$ cat src/core/uart_irq_cfg.svh
// offsets, field positions, reset values and timing counts of the channel control block
`ifndef UART_IRQ_CFG_SVH
`define UART_IRQ_CFG_SVH

// register byte addresses (one aligned word each)
`define OFS_RX_TX_HOLD 12'h000
`define OFS_IRQ_ENABLE 12'h004
`define OFS_IRQ_IDENT 12'h008
`define OFS_FIFO_CTRL 12'h00c
`define OFS_LINE_CTRL 12'h010
`define OFS_MODEM_CTRL 12'h014
`define OFS_LINE_STAT 12'h018
`define OFS_MODEM_STAT 12'h01c
`define OFS_SCRATCH 12'h020
`define OFS_DIV_LOW 12'h024
`define OFS_DIV_HIGH 12'h028
`define OFS_ENH_FEAT 12'h02c
`define OFS_FLOW_THRESH 12'h030
`define OFS_TRIG_LEVEL 12'h034
`define OFS_RESUME_ONE 12'h038
`define OFS_RESUME_TWO 12'h03c
`define OFS_HALT_ONE 12'h040
`define OFS_HALT_TWO 12'h044
`define OFS_FIFO_LEVEL 12'h048

// reset values
`define RST_LINE_CTRL 8'h1d
`define RST_IRQ_IDENT 8'h01
`define RST_LINE_STAT 8'h60

// identification codes
`define ID_NONE 6'h01
`define ID_LINE 6'h06
`define ID_TIMEOUT 6'h0c
`define ID_RXDATA 6'h04
`define ID_TXHOLD 6'h02
`define ID_MODEM 6'h00
`define ID_FLOW 6'h10
`define ID_HSHAKE 6'h20

// field positions
`define FC_FIFO_EN 0
`define FC_DMA_MODE 3
`define LS_DATA 0
`define LS_OVERRUN 1
`define LS_ERR_SUM 7
`define IE_HSHAKE_LO 6

// timing: character of idle before receive time-out, in ns at 10 MHz
`define TIMEOUT_NS 4000
`define CLK_NS 100
`define TIMEOUT_CYC ((`TIMEOUT_NS + `CLK_NS - 1) / `CLK_NS)

`endif

$ cat src/core/uart_irq_pkg.sv
// types shared by the channel control block
package uart_irq_pkg;
   // interrupt source index, in falling priority
   typedef enum logic [6:0] {
      src_line = 7'b0000001,
      src_timeout = 7'b0000010,
      src_rxdata = 7'b0000100,
      src_txhold = 7'b0001000,
      src_modem = 7'b0010000,
      src_flow = 7'b0100000,
      src_hshake = 7'b1000000
   } irq_src_e;
   typedef logic [7:0] byte_t;
endpackage

$ cat src/core/uart_irq_ctl.sv
// per-channel interrupt, reset and dma-ready control of a uart channel
//
// Function
// reset clears control regs, line ctrl 1d
// identification reads 01 after reset
// line status resets to bits 5,6 set
// modem status deltas cleared, pins mirrored
// divisor, scratch, flow chars not reset
// serial outs high, tx ready low in reset
// seven enabled sources drive one irq
// identification codes in fixed priority
// line status irq cleared per error kind
// rx data, timeout clear on holding read
// tx hold clear on ident read/write
// rts/cts rising edge, cleared ident read
// error summary while errored chars remain
// head char errors shown, zero when empty
// halt cleared by resume, special by lsr
// low enable bits select interrupt mode
// enables cleared keep irq inactive
// fifo ctrl bit3 selects dma mode
// host never mixes software and pin flow
// single mode ready per character
// block mode ready by trigger levels
// halt char sets bit4 when enabled
// only highest pending source reported
`timescale 1ns/100ps
`default_nettype none
`include "uart_irq_cfg.svh"

module uart_irq_ctl
   import uart_irq_pkg::*;
#(
   parameter int DEPTH = 64, // fifo depth
   parameter int TO_CYC = `TIMEOUT_CYC // receive time-out cycles
) (
   input wire logic pclk,
   input wire logic presetn,
   input wire logic psel,
   input wire logic penable,
   input wire logic pwrite,
   input wire logic [11:0] paddr,
   input wire logic [31:0] pwdata,
   output logic [31:0] prdata,
   output logic pready,
   output logic pslverr,
   input wire logic [7:0] rx_char, // received char from the receiver
   input wire logic [2:0] rx_char_err, // break, framing, parity of it
   input wire logic rx_char_valid, // one-cycle push strobe
   input wire logic tx_pop, // transmitter took one char
   input wire logic cts_n_pin, // modem pins, asynchronous
   input wire logic dsr_n_pin,
   input wire logic ri_n_pin,
   input wire logic cd_n_pin,
   input wire logic halt_seen, // halt char detected, pulse
   input wire logic resume_seen, // resume char detected, pulse
   input wire logic special_seen, // special char detected, pulse
   output logic serial_out,
   output logic rts_n,
   output logic dtr_n,
   output logic rx_dma_request,
   output logic tx_dma_request,
   output logic irq,
   output logic [7:0] tx_char, // head of transmit fifo
   output logic tx_char_valid
);
   localparam int AW = $clog2(DEPTH);

   // refuse depths that the pointer and count widths cannot serve
   if (DEPTH < 4 || DEPTH > 128 || (DEPTH & (DEPTH - 1)) != 0) begin : bad_depth
      $error("DEPTH must be a power of two from 4 to 128");
   end
   if (TO_CYC < 1) begin : bad_timeout
      $error("TO_CYC must be at least 1");
   end

   // ------------------------------------------------------------
   // bus decode
   // ------------------------------------------------------------
   logic wr_en; // write takes effect
   logic rd_en; // read data taken
   assign wr_en = psel & penable & pwrite;
   assign rd_en = psel & penable & ~pwrite;
   assign pready = 1'b1; // zero wait states
   function automatic logic hit(input logic [11:0] a, input logic [11:0] o);
      return a == o;
   endfunction
   function automatic logic mapped(input logic [11:0] a);
      return a[1:0] == 2'b00 && a <= `OFS_FIFO_LEVEL;
   endfunction
   assign pslverr = psel & penable & ~mapped(paddr);

   // ------------------------------------------------------------
   // configuration registers
   // ------------------------------------------------------------
   byte_t irq_enable_reg_r, fifo_ctrl_reg_r, line_ctrl_reg_r, modem_ctrl_reg_r;
   byte_t enhanced_feat_reg_r, flow_threshold_reg_r, trigger_level_reg_r;
   // control regs take their reset values
   always_ff @(posedge pclk or negedge presetn) begin
      if (!presetn) begin
         irq_enable_reg_r <= 8'h00;
         fifo_ctrl_reg_r <= 8'h00;
         line_ctrl_reg_r <= `RST_LINE_CTRL;
         modem_ctrl_reg_r <= 8'h00;
         enhanced_feat_reg_r <= 8'h00;
         flow_threshold_reg_r <= 8'h00;
         trigger_level_reg_r <= 8'h00;
      end else if (wr_en) begin
         if (hit(paddr, `OFS_IRQ_ENABLE)) irq_enable_reg_r <= pwdata[7:0];
         if (hit(paddr, `OFS_FIFO_CTRL)) fifo_ctrl_reg_r <= pwdata[7:0];
         if (hit(paddr, `OFS_LINE_CTRL)) line_ctrl_reg_r <= pwdata[7:0];
         if (hit(paddr, `OFS_MODEM_CTRL)) modem_ctrl_reg_r <= pwdata[7:0];
         if (hit(paddr, `OFS_ENH_FEAT)) enhanced_feat_reg_r <= pwdata[7:0];
         if (hit(paddr, `OFS_FLOW_THRESH)) flow_threshold_reg_r <= pwdata[7:0];
         if (hit(paddr, `OFS_TRIG_LEVEL)) trigger_level_reg_r <= pwdata[7:0];
      end
   end

   // these keep content across reset: no reset branch
   byte_t scratchpad_reg_r, divisor_low_r, divisor_high_r;
   byte_t resume_char_one_r, resume_char_two_r, halt_char_one_r, halt_char_two_r;
   always_ff @(posedge pclk) begin
      if (wr_en) begin
         if (hit(paddr, `OFS_SCRATCH)) scratchpad_reg_r <= pwdata[7:0];
         if (hit(paddr, `OFS_DIV_LOW)) divisor_low_r <= pwdata[7:0];
         if (hit(paddr, `OFS_DIV_HIGH)) divisor_high_r <= pwdata[7:0];
         if (hit(paddr, `OFS_RESUME_ONE)) resume_char_one_r <= pwdata[7:0];
         if (hit(paddr, `OFS_RESUME_TWO)) resume_char_two_r <= pwdata[7:0];
         if (hit(paddr, `OFS_HALT_ONE)) halt_char_one_r <= pwdata[7:0];
         if (hit(paddr, `OFS_HALT_TWO)) halt_char_two_r <= pwdata[7:0];
      end
   end

   logic fifo_en, dma_block;
   assign fifo_en = fifo_ctrl_reg_r[`FC_FIFO_EN];
   // block mode only with fifos on and mode bit set
   assign dma_block = fifo_en & fifo_ctrl_reg_r[`FC_DMA_MODE];
   // trigger levels in chars: nibble*4, or 1 with zero / fifos off
   logic [7:0] rx_trig, tx_trig;
   assign rx_trig = (!fifo_en || trigger_level_reg_r[7:4] == 4'h0) ? 8'h01
                    : {2'b00, trigger_level_reg_r[7:4], 2'b00};
   assign tx_trig = (!fifo_en || trigger_level_reg_r[3:0] == 4'h0) ? 8'h01
                    : {2'b00, trigger_level_reg_r[3:0], 2'b00};

   // ------------------------------------------------------------
   // receive fifo with per-char error bits
   // ------------------------------------------------------------
   logic [10:0] rx_mem [DEPTH]; // char + 3 error bits
   logic [AW:0] rx_wp_r, rx_rp_r, tx_wp_r, tx_rp_r;
   logic [7:0] rx_cnt, tx_cnt;
   logic [7:0] err_cnt_r; // erroneous chars stored
   logic rx_rd, rx_push, rx_pop, overrun;
   logic [7:0] cap; // effective depth
   assign cap = fifo_en ? 8'(DEPTH) : 8'h01;
   // braces keep the difference at pointer width so a wrap stays modulo
   assign rx_cnt = 8'({rx_wp_r - rx_rp_r});
   assign tx_cnt = 8'({tx_wp_r - tx_rp_r});
   assign rx_rd = rd_en & hit(paddr, `OFS_RX_TX_HOLD);
   assign rx_push = rx_char_valid & (rx_cnt < cap);
   assign overrun = rx_char_valid & (rx_cnt >= cap);
   assign rx_pop = rx_rd & (rx_cnt != 8'h00);
   logic [10:0] rx_head;
   assign rx_head = rx_mem[rx_rp_r[AW-1:0]];

   always_ff @(posedge pclk) begin
      if (rx_push) rx_mem[rx_wp_r[AW-1:0]] <= {rx_char_err, rx_char};
   end
   // fifo pointers cleared on reset
   always_ff @(posedge pclk or negedge presetn) begin
      if (!presetn) begin
         rx_wp_r <= '0;
         rx_rp_r <= '0;
      end else begin
         if (rx_push) rx_wp_r <= rx_wp_r + 1'b1;
         if (rx_pop) rx_rp_r <= rx_rp_r + 1'b1;
      end
   end
   // count errored chars; summary stays until none remain
   always_ff @(posedge pclk or negedge presetn) begin
      if (!presetn) begin
         err_cnt_r <= 8'h00;
      end else begin
         err_cnt_r <= err_cnt_r + 8'(rx_push && rx_char_err != 3'b000)
                      - 8'(rx_pop && rx_head[10:8] != 3'b000);
      end
   end

   // ------------------------------------------------------------
   // transmit fifo
   // ------------------------------------------------------------
   logic [7:0] tx_mem [DEPTH];
   logic tx_wr, tx_push, tx_take;
   assign tx_wr = wr_en & hit(paddr, `OFS_RX_TX_HOLD);
   assign tx_push = tx_wr & (tx_cnt < cap); // writes to a full fifo drop
   assign tx_take = tx_pop & (tx_cnt != 8'h00);
   always_ff @(posedge pclk) begin
      if (tx_push) tx_mem[tx_wp_r[AW-1:0]] <= pwdata[7:0];
   end
   always_ff @(posedge pclk or negedge presetn) begin
      if (!presetn) begin
         tx_wp_r <= '0;
         tx_rp_r <= '0;
      end else begin
         if (tx_push) tx_wp_r <= tx_wp_r + 1'b1;
         if (tx_take) tx_rp_r <= tx_rp_r + 1'b1;
      end
   end
   assign tx_char = tx_mem[tx_rp_r[AW-1:0]];
   assign tx_char_valid = tx_cnt != 8'h00;

   // ------------------------------------------------------------
   // modem pins: two-stage synchronisers
   // ------------------------------------------------------------
   logic [3:0] pin_s1_r, pin_s2_r, pin_s3_r; // cts, dsr, ri, cd (active low)
   always_ff @(posedge pclk or negedge presetn) begin
      if (!presetn) begin
         pin_s1_r <= 4'hf;
         pin_s2_r <= 4'hf;
         pin_s3_r <= 4'hf;
      end else begin
         pin_s1_r <= {cd_n_pin, ri_n_pin, dsr_n_pin, cts_n_pin};
         pin_s2_r <= pin_s1_r;
         pin_s3_r <= pin_s2_r; // previous value for edge detect
      end
   end

   // ------------------------------------------------------------
   // sticky status flags (set wins over clear, except the time-out flag where clear wins)
   // ------------------------------------------------------------
   logic rd_ident, rd_lstat, rd_mstat;
   assign rd_ident = rd_en & hit(paddr, `OFS_IRQ_IDENT);
   assign rd_lstat = rd_en & hit(paddr, `OFS_LINE_STAT);
   assign rd_mstat = rd_en & hit(paddr, `OFS_MODEM_STAT);
   logic overrun_r, halt_irq_r, spec_irq_r, hshake_r, txhold_r, timeout_r;
   logic [3:0] msr_delta_r;
   logic [3:0] pin_chg;
   logic rts_rise;
   logic rts_prev_r;
   assign pin_chg = pin_s2_r ^ pin_s3_r;

   // overrun held until a line status read
   always_ff @(posedge pclk or negedge presetn) begin
      if (!presetn) overrun_r <= 1'b0;
      else overrun_r <= overrun | (overrun_r & ~rd_lstat);
   end
   // change bits cleared at reset and on modem status read
   always_ff @(posedge pclk or negedge presetn) begin
      if (!presetn) msr_delta_r <= 4'h0;
      else msr_delta_r <= pin_chg | (msr_delta_r & {4{~rd_mstat}});
   end
   // halt flag cleared by resume, special by line status read
   always_ff @(posedge pclk or negedge presetn) begin
      if (!presetn) begin
         halt_irq_r <= 1'b0;
         spec_irq_r <= 1'b0;
      end else begin
         // halt char raises the flow flag
         halt_irq_r <= halt_seen | (halt_irq_r & ~resume_seen);
         spec_irq_r <= special_seen | (spec_irq_r & ~rd_lstat);
      end
   end
   // rts or cts going inactive high, cleared by ident read
   assign rts_rise = rts_n & ~rts_prev_r;
   always_ff @(posedge pclk or negedge presetn) begin
      if (!presetn) begin
         hshake_r <= 1'b0;
         rts_prev_r <= 1'b1;
      end else begin
         rts_prev_r <= rts_n;
         hshake_r <= (pin_s2_r[0] & ~pin_s3_r[0]) | rts_rise | (hshake_r & ~rd_ident);
      end
   end
   // tx hold: set at empty / trigger crossing, cleared by ident read or write
   logic tx_room_now, tx_room_prev_r;
   assign tx_room_now = fifo_en ? ((cap - tx_cnt) >= tx_trig) : (tx_cnt == 8'h00);
   always_ff @(posedge pclk or negedge presetn) begin
      if (!presetn) begin
         txhold_r <= 1'b0;
         tx_room_prev_r <= 1'b1;
      end else begin
         tx_room_prev_r <= tx_room_now;
         txhold_r <= (tx_room_now & ~tx_room_prev_r)
                     | (txhold_r & ~rd_ident & ~tx_wr);
      end
   end
   // time-out on stale rx data, cleared by holding read
   logic [15:0] to_cnt_r;
   always_ff @(posedge pclk or negedge presetn) begin
      if (!presetn) begin
         to_cnt_r <= 16'h0000;
         timeout_r <= 1'b0;
      end else if (rx_rd || rx_push || rx_cnt == 8'h00 || !fifo_en) begin
         to_cnt_r <= 16'h0000;
         timeout_r <= 1'b0;
      end else if (to_cnt_r == 16'(TO_CYC - 1)) begin
         timeout_r <= 1'b1;
      end else begin
         to_cnt_r <= to_cnt_r + 16'h0001;
      end
   end

   // ------------------------------------------------------------
   // status views
   // ------------------------------------------------------------
   byte_t line_stat_reg, modem_stat_reg;
   logic rx_data_avail, tx_hold_empty;
   assign rx_data_avail = rx_cnt != 8'h00;
   assign tx_hold_empty = tx_cnt == 8'h00;
   // empty transmitter at reset gives bits 5,6
   // head error bits, zero when empty
   // summary bit from error count
   assign line_stat_reg = {err_cnt_r != 8'h00, tx_hold_empty, tx_hold_empty,
                           rx_data_avail ? rx_head[10:8] : 3'b000,
                           overrun_r, rx_data_avail};
   // upper bits mirror pins (active high view)
   assign modem_stat_reg = {~pin_s2_r[3], ~pin_s2_r[2], ~pin_s2_r[1], ~pin_s2_r[0],
                            msr_delta_r};

   // ------------------------------------------------------------
   // priority and identification
   // ------------------------------------------------------------
   logic [6:0] pend; // enabled pending sources, priority order
   byte_t irq_ident_reg;
   logic rx_above;
   assign rx_above = rx_cnt >= rx_trig;
   // each source gated by its enable bit, handshake by either of bits 7 and 6
   assign pend = {irq_enable_reg_r[7] | irq_enable_reg_r[`IE_HSHAKE_LO] ? hshake_r : 1'b0,
                  irq_enable_reg_r[5] & (halt_irq_r | spec_irq_r),
                  irq_enable_reg_r[3] & (msr_delta_r != 4'h0),
                  irq_enable_reg_r[1] & txhold_r,
                  irq_enable_reg_r[0] & rx_above,
                  irq_enable_reg_r[0] & timeout_r,
                  irq_enable_reg_r[2] & (overrun_r | err_cnt_r != 8'h00)};
   // code of the highest pending source
   // lower sources hidden until higher ones clear
   always_comb begin
      irq_ident_reg = `RST_IRQ_IDENT;
      if (pend[0]) irq_ident_reg = {2'b00, `ID_LINE};
      else if (pend[1]) irq_ident_reg = {2'b00, `ID_TIMEOUT};
      else if (pend[2]) irq_ident_reg = {2'b00, `ID_RXDATA};
      else if (pend[3]) irq_ident_reg = {2'b00, `ID_TXHOLD};
      else if (pend[4]) irq_ident_reg = {2'b00, `ID_MODEM};
      else if (pend[5]) irq_ident_reg = {2'b00, `ID_FLOW};
      else if (pend[6]) irq_ident_reg = {2'b00, `ID_HSHAKE};
   end
   // any low enable bit puts the channel in interrupt mode
   // all enables clear keep the output low
   always_ff @(posedge pclk or negedge presetn) begin
      if (!presetn) irq <= 1'b0;
      else irq <= pend != 7'h00;
   end

   chk_irq_quiet: assert property (@(posedge pclk) disable iff (!presetn)
      ({irq_enable_reg_r[7:5], irq_enable_reg_r[3:0]} == 7'h00) |=> !irq)
      else $error("irq active with all enables clear");
   chk_ident_top: assert property (@(posedge pclk) disable iff (!presetn)
      (pend[0]) |-> irq_ident_reg[5:0] == 6'h06)
      else $error("line status not reported first");
   chk_ident_none: assert property (@(posedge pclk) disable iff (!presetn)
      (pend == 7'h00) |-> irq_ident_reg == 8'h01)
      else $error("idle identification not 01");
   chk_irq_follow: assert property (@(posedge pclk) disable iff (!presetn)
      (pend != 7'h00) |=> irq)
      else $error("pending source did not raise irq");
   chk_overrun_clear: assert property (@(posedge pclk) disable iff (!presetn)
      (rd_lstat && !overrun) |=> !overrun_r)
      else $error("overrun survived line status read");
   chk_head_zero: assert property (@(posedge pclk) disable iff (!presetn)
      (rx_cnt == 8'h00) |-> line_stat_reg[4:2] == 3'b000)
      else $error("error bits set with empty fifo");
   chk_hshake_clear: assert property (@(posedge pclk) disable iff (!presetn)
      (rd_ident && !rts_rise && !(pin_s2_r[0] & ~pin_s3_r[0])) |=> !hshake_r)
      else $error("handshake flag survived ident read");
   chk_halt_resume: assert property (@(posedge pclk) disable iff (!presetn)
      (resume_seen && !halt_seen) |=> !halt_irq_r)
      else $error("halt flag survived resume");

   // ------------------------------------------------------------
   // dma ready and serial outputs
   // ------------------------------------------------------------
   // idle line, rts/dtr inactive, rx ready high in reset
   always_ff @(posedge pclk or negedge presetn) begin
      if (!presetn) begin
         serial_out <= 1'b1;
         rts_n <= 1'b1;
         dtr_n <= 1'b1;
         rx_dma_request <= 1'b1;
         tx_dma_request <= 1'b0;
      end else begin
         serial_out <= ~line_ctrl_reg_r[6]; // break forces low; otherwise held high, no data driven here
         rts_n <= ~modem_ctrl_reg_r[1];
         dtr_n <= ~modem_ctrl_reg_r[0];
         if (dma_block) begin
            // block: trigger spaces / trigger level or time-out
            tx_dma_request <= (tx_cnt < cap) && ((cap - tx_cnt) >= tx_trig);
            rx_dma_request <= (rx_cnt != 8'h00) && (err_cnt_r == 8'h00)
                              && (rx_above || timeout_r);
         end else begin
            // single: empty transmitter / any char held
            tx_dma_request <= tx_cnt == 8'h00;
            rx_dma_request <= rx_cnt != 8'h00;
         end
      end
   end

   // ------------------------------------------------------------
   // read mux
   // ------------------------------------------------------------
   byte_t rd_byte;
   always_comb begin
      unique case (paddr)
         `OFS_RX_TX_HOLD: rd_byte = rx_head[7:0];
         `OFS_IRQ_ENABLE: rd_byte = irq_enable_reg_r;
         // no source pending reads 01
         `OFS_IRQ_IDENT: rd_byte = irq_ident_reg;
         `OFS_FIFO_CTRL: rd_byte = fifo_ctrl_reg_r;
         `OFS_LINE_CTRL: rd_byte = line_ctrl_reg_r;
         `OFS_MODEM_CTRL: rd_byte = modem_ctrl_reg_r;
         `OFS_LINE_STAT: rd_byte = line_stat_reg;
         `OFS_MODEM_STAT: rd_byte = modem_stat_reg;
         `OFS_SCRATCH: rd_byte = scratchpad_reg_r;
         `OFS_DIV_LOW: rd_byte = divisor_low_r;
         `OFS_DIV_HIGH: rd_byte = divisor_high_r;
         `OFS_ENH_FEAT: rd_byte = enhanced_feat_reg_r;
         `OFS_FLOW_THRESH: rd_byte = flow_threshold_reg_r;
         `OFS_TRIG_LEVEL: rd_byte = trigger_level_reg_r;
         `OFS_RESUME_ONE: rd_byte = resume_char_one_r;
         `OFS_RESUME_TWO: rd_byte = resume_char_two_r;
         `OFS_HALT_ONE: rd_byte = halt_char_one_r;
         `OFS_HALT_TWO: rd_byte = halt_char_two_r;
         `OFS_FIFO_LEVEL: rd_byte = rx_cnt;
         default: rd_byte = 8'h00; // unmapped reads zero
      endcase
   end
   assign prdata = {24'h000000, rd_byte};
endmodule
`default_nettype wire

$ cat config.mk
export PLATFORM = sky130hd
export DESIGN_NAME = uart_irq_ctl
export DESIGN_NICKNAME = d
export VERILOG_FILES = /design/src/core/uart_irq_pkg.sv /design/src/core/uart_irq_ctl.sv
export VERILOG_INCLUDE_DIRS = /design/src /design/src/core
export SDC_FILE = /design/constraint.sdc
export NUM_CORES = 2
export LEC_CHECK = 0
export BUFFER_PORTS_ARGS = -buffer_cell sky130_fd_sc_hd__buf_4
export CORE_UTILIZATION = 50
export CTS_CLUSTER_DIAMETER = 40
export DETAILED_ROUTE_END_ITERATION = 6
export PLACE_DENSITY_LB_ADDON = 0.3
export SKIP_LAST_GASP = 1
export SYNTH_ARGS = -nofsm -noshare
export SYNTH_HDL_FRONTEND = slang
export SYNTH_SLANG_ARGS = --single-unit
$ cat constraint.sdc
create_clock -name pclk -period 7.9 [get_ports pclk]
set_clock_uncertainty 0.2 [all_clocks]
set_input_delay 1.185 -clock pclk [delete_from_list [all_inputs] [get_ports pclk]]
set_output_delay 1.185 -clock pclk [all_outputs]
set_load 0.05 [all_outputs]
==> impl_metrics.xml <==
<?xml version="1.0" encoding="UTF-8"?>
<metrics>
  <group name="logic_synthesis">
    <metric name="synthDominantCellAreaShare" unit="%">67.0</metric>
    <metric name="synth-edff-count" unit="">1272</metric>
    <metric name="ys_dominant_reg_cell" unit="">edfxtp_1</metric>
    <metric name="yosysWarningCount" unit="">0</metric>
    <metric name="synthDominantAreaCellType" unit="">edfxtp_1</metric>
    <metric name="syn-mean-instance-area" unit="um2">20.1</metric>
    <metric name="syn_inst" unit="">2841</metric>
    <metric name="yosysMostFrequentCell" unit="">edfxtp_1</metric>
    <metric name="dominant_cells_by_area_after_synthesis" unit="">edfxtp_1 (67%), mux4_2 (15%), dfrtp_1 (5.1%)</metric>
    <metric name="yosys-top-cells-count" unit="">edfxtp_1 (1,272), mux4_2 (376), nor3_1 (124), dfrtp_1 (116), nand2_1 (91)</metric>
    <metric name="synthesis.area" unit="mm2">0.0570</metric>
    <metric name="synth-seq-cells" unit="">1410</metric>
    <metric name="postSynth.asyncResetShare" unit="%">9.79</metric>
    <metric name="synth.distinct_cells" unit="">83</metric>
    <metric name="synth.yosys.seq_area_share" unit="%">73.1</metric>
  </group>
  <group name="hold_path">
    <metric name="worstHoldEndpoint" unit="">pin_s2_r[2]$_DFF_PN1_</metric>
    <metric name="timing.hold.worst_path_depth" unit="">0</metric>
    <metric name="worst_hold_path_type" unit="">flip-flop to flip-flop</metric>
    <metric name="hold_path_start" unit="">pin_s1_r[2]$_DFF_PN1_</metric>
  </group>
  <group name="global_routing">
    <metric name="antenna_violations_before_repair" unit="">1</metric>
    <metric name="number_of_global_route_vias_before_repair" unit="">29200</metric>
    <metric name="grt_pass1_wl" unit="um">193000</metric>
    <metric name="grt_start_max_net_pins" unit="">97</metric>
    <metric name="grt_usage" unit="%">22.5</metric>
    <metric name="grt_overflow_total" unit="">0</metric>
  </group>
  <group name="critical_path">
    <metric name="worstSetupPathType" unit="">flip-flop to output port</metric>
    <metric name="worstSetupEndpointType" unit="">output port</metric>
    <metric name="timing.reg2reg.worst_path_depth" unit="">14</metric>
    <metric name="worstPathMaxFanout" unit="">78</metric>
    <metric name="reg2reg_setup_slack" unit="ns">1.74</metric>
    <metric name="rr_startpoint" unit="">rx_rp_r[0]$_DFFE_PN0P_</metric>
    <metric name="worst-endpoint-arrival" unit="ns">5.25</metric>
    <metric name="worst-endpoint-required" unit="ns">6.51</metric>
    <metric name="reg_to_reg_endpoint" unit="">rx_mem[55][3]$_DFFE_PP_</metric>
    <metric name="cp-start-kind" unit="">flip-flop</metric>
  </group>
  <group name="run_status">
    <metric name="run_status" unit="">complete, but fails checks</metric>
    <metric name="failed_checks" unit="">DRC</metric>
  </group>
  <group name="placement">
    <metric name="post_dp_cell_area" unit="mm2">0.0593</metric>
    <metric name="gpl.final_weighted_congestion" unit="">0.915</metric>
    <metric name="dp.final_hpwl" unit="um">77100</metric>
    <metric name="port_buffers" unit="">68</metric>
  </group>
  <group name="clock_network">
    <metric name="clk_latency" unit="ns">0.77</metric>
    <metric name="clock_tree_sinks" unit="">1410</metric>
    <metric name="ctsResizeCount" unit="">0</metric>
    <metric name="clk_transition_reported_paths" unit="ns">0.05</metric>
    <metric name="cts_made_buffers" unit="">163</metric>
    <metric name="cts_tree" unit="">built</metric>
    <metric name="ctsLongestPathBuffers" unit="">3</metric>
    <metric name="cts.htree.levels" unit="">4</metric>
    <metric name="post_cts_buffers" unit="">0</metric>
    <metric name="cts_root_buffer" unit="">clkbuf_16</metric>
    <metric name="cts-hold-fix-buffers" unit="">0</metric>
  </group>
  <group name="power">
    <metric name="power_per_cell_area" unit="mW/mm2">305</metric>
    <metric name="total_power" unit="W">0.0198</metric>
    <metric name="power_switching" unit="W">0.00533</metric>
    <metric name="comb_power_share" unit="%">17.6</metric>
    <metric name="internal_power" unit="W">0.0145</metric>
    <metric name="pwr-share-clk" unit="%">39.6</metric>
    <metric name="ir_drop" unit="uV">249</metric>
    <metric name="share_of_total_power_consumed_by_net_switching" unit="%">26.9</metric>
    <metric name="static-leakage-power" unit="nW">21.5</metric>
    <metric name="power_frac_seq" unit="%">42.7</metric>
  </group>
  <group name="timing">
    <metric name="tns" unit="ns">0</metric>
    <metric name="worst_tran_pin_value" unit="ns">1.39</metric>
    <metric name="slew_violations" unit="">0</metric>
    <metric name="peak_freq" unit="MHz">151</metric>
    <metric name="setup_viol" unit="">0</metric>
    <metric name="max_slew_margin" unit="%">6.43</metric>
    <metric name="finalCritPeriodShare" unit="%">84.0</metric>
    <metric name="rsz0062_at_grt" unit="">false</metric>
    <metric name="layout_min_cycle_time" unit="ns">6.64</metric>
    <metric name="final_hold_viol_count" unit="">0</metric>
  </group>
  <group name="layout">
    <metric name="largest_register_ffs" unit="">704</metric>
    <metric name="areaGrowthSynthToFinish" unit="%">14.2</metric>
    <metric name="multi_input_comb_area" unit="mm2">0.0144</metric>
    <metric name="antenna_cells" unit="">0</metric>
    <metric name="seq_area" unit="mm2">0.0417</metric>
    <metric name="final_area" unit="mm2">0.0651</metric>
    <metric name="num-fill-cells" unit="">8070</metric>
    <metric name="layout.nets" unit="">3112</metric>
    <metric name="share_of_post_route_cells_with_drive_strength_above_1" unit="%">29.6</metric>
  </group>
  <group name="die">
    <metric name="start_util" unit="%">50.5</metric>
    <metric name="fp-row-count" unit="">123</metric>
    <metric name="dieHeight" unit="um">340</metric>
    <metric name="fp.dieW" unit="um">340</metric>
    <metric name="num_ports" unit="">118</metric>
    <metric name="floorplan.core_area" unit="mm2">0.113</metric>
    <metric name="design.die.area" unit="mm2">0.115</metric>
  </group>
  <group name="route">
    <metric name="routed-via-count" unit="">28600</metric>
    <metric name="drt_drc_violations_left" unit="">3</metric>
    <metric name="ant_nets" unit="">0</metric>
    <metric name="drt_first_pass_iters" unit="">7</metric>
    <metric name="detailedRoute.firstIterationViolations" unit="">3171</metric>
    <metric name="wirelength" unit="um">128000</metric>
    <metric name="avgRoutedWirePerCell" unit="um">27.6</metric>
    <metric name="vias_per_cell" unit="">6.18</metric>
  </group>
  <group name="flow_run">
    <metric name="number_of_violations_of_the_max_capacitance_limit" unit="">0</metric>
  </group>
</metrics>
[power by group through the flow]
stage | logic, W | clock network, W | registers (W)
2_1_floorplan | 0.00253 | 0 | 0.00851
3_3_place_gp | 0.00339 | 0 | 0.00862
3_5_place_dp | 0.00349 | 0 | 0.00864
4_1_cts | 0.00351 | 0.00797 | 0.00848
5_1_grt | 0.00371 | 0.00828 | 0.00850
6_report | 0.00349 | 0.00787 | 0.00848
[layout by cell type, fill, tap and decap left out, drive strengths merged, types with 15 or more instances in the layout]
cell type / count
clkinvlp: 15
nand4: 25
dfrtp: 116
inv: 74
xnor2: 32
nor2: 64
nor3: 124
a22o: 20
xor2: 27
a221oi: 20
a21oi: 25
ha: 43
clkbuf: 199
edfxtp: 1272
a22oi: 34
mux4: 376
conb: 25
o21ai: 18
bufinv: 22
buf: 152
mux2: 59
dfstp: 22
and3: 23
clkinv: 49
nand3: 35
nand2: 91
[per-layer routing]
metal | global-route usage (%) | up-vias | share of wire (%)
li1 | - | 12000 | -
met1 | 31.8 | 15000 | 40
met2 | 35.5 | 1329 | 49
met3 | 3.90 | 240 | 7.5
met4 | 8.33 | 0 | 3.5
met5 | 0 | - | 0
[through the flow]
| stage | util [%] | worst slack [ns] | std cells | hold WS (ns) |
|---|---|---|---|---|
| floorplan | - | 1.89 | 2864 | 0.145 |
| global placement | 52.6 | 1.95 | 4330 | 0.149 |
| detailed placement | 52.6 | 1.75 | 4330 | 0.148 |
| CTS | 57.7 | 1.29 | 4636 | 0.156 |
| global route | 57.7 | 1.02 | 4638 | 0.157 |
| finish | 57.7 | 1.26 | 4638 | 0.155 |
[cell type report]
type	count	share of cell area, %
Timing Repair Buffer	153	1.80
Clock inverter	108	2.17
Multi-Input combinational cell	1217	22.1
Sequential cell	1410	64.0
Inverter	52	0.300
Tap cell	1500	2.88
Clock buffer	198	6.69
[worst max-delay path, cell delays in order, from the launching register on]
cell	delay, ns
dfrtp_4	0.87
buf_12	0.55
buf_4	0.40
mux4_2	0.54
mux4_2	0.51
mux2i_1	0.56
o21ai_0	0.29
nand2_1	0.14
o311ai_1	0.22
buf_4	0.27
[worst max path at each step]
stage,from,endpoint,slack (ns),cells after the start
6_report,rx_rp_r[0]$_DFFE_PN0P_,prdata[5],1.26,9
5_1_grt,rx_rp_r[0]$_DFFE_PN0P_,prdata[5],1.02,12
4_1_cts,rx_rp_r[0]$_DFFE_PN0P_,prdata[5],1.29,9
3_5_place_dp,rx_rp_r[0]$_DFFE_PN0P_,rx_mem[55][3]$_DFFE_PP_,1.75,14
3_3_place_gp,rx_rp_r[0]$_DFFE_PN0P_,rx_mem[15][1]$_DFFE_PP_,1.95,14
2_1_floorplan,rx_rp_r[1]$_DFFE_PN0P_,prdata[5],1.89,17
[cell families (layout without fill, tap and decap cells)]
group / count (synthesis) / after routing / synth area share (%)
mux: 445 / 445 / 16.2
xor+xnor: 59 / 59 / 0.933
simple gates: 455 / 455 / 4.22
buf+inv: 237 / 511 / 1.95
other cells: 2 / 25 / 0.0132
compound gates: 187 / 187 / 2.55
fa+ha+maj: 46 / 46 / 1.05
flops: 1410 / 1410 / 73.1
Power figures use the tool's default switching activity.
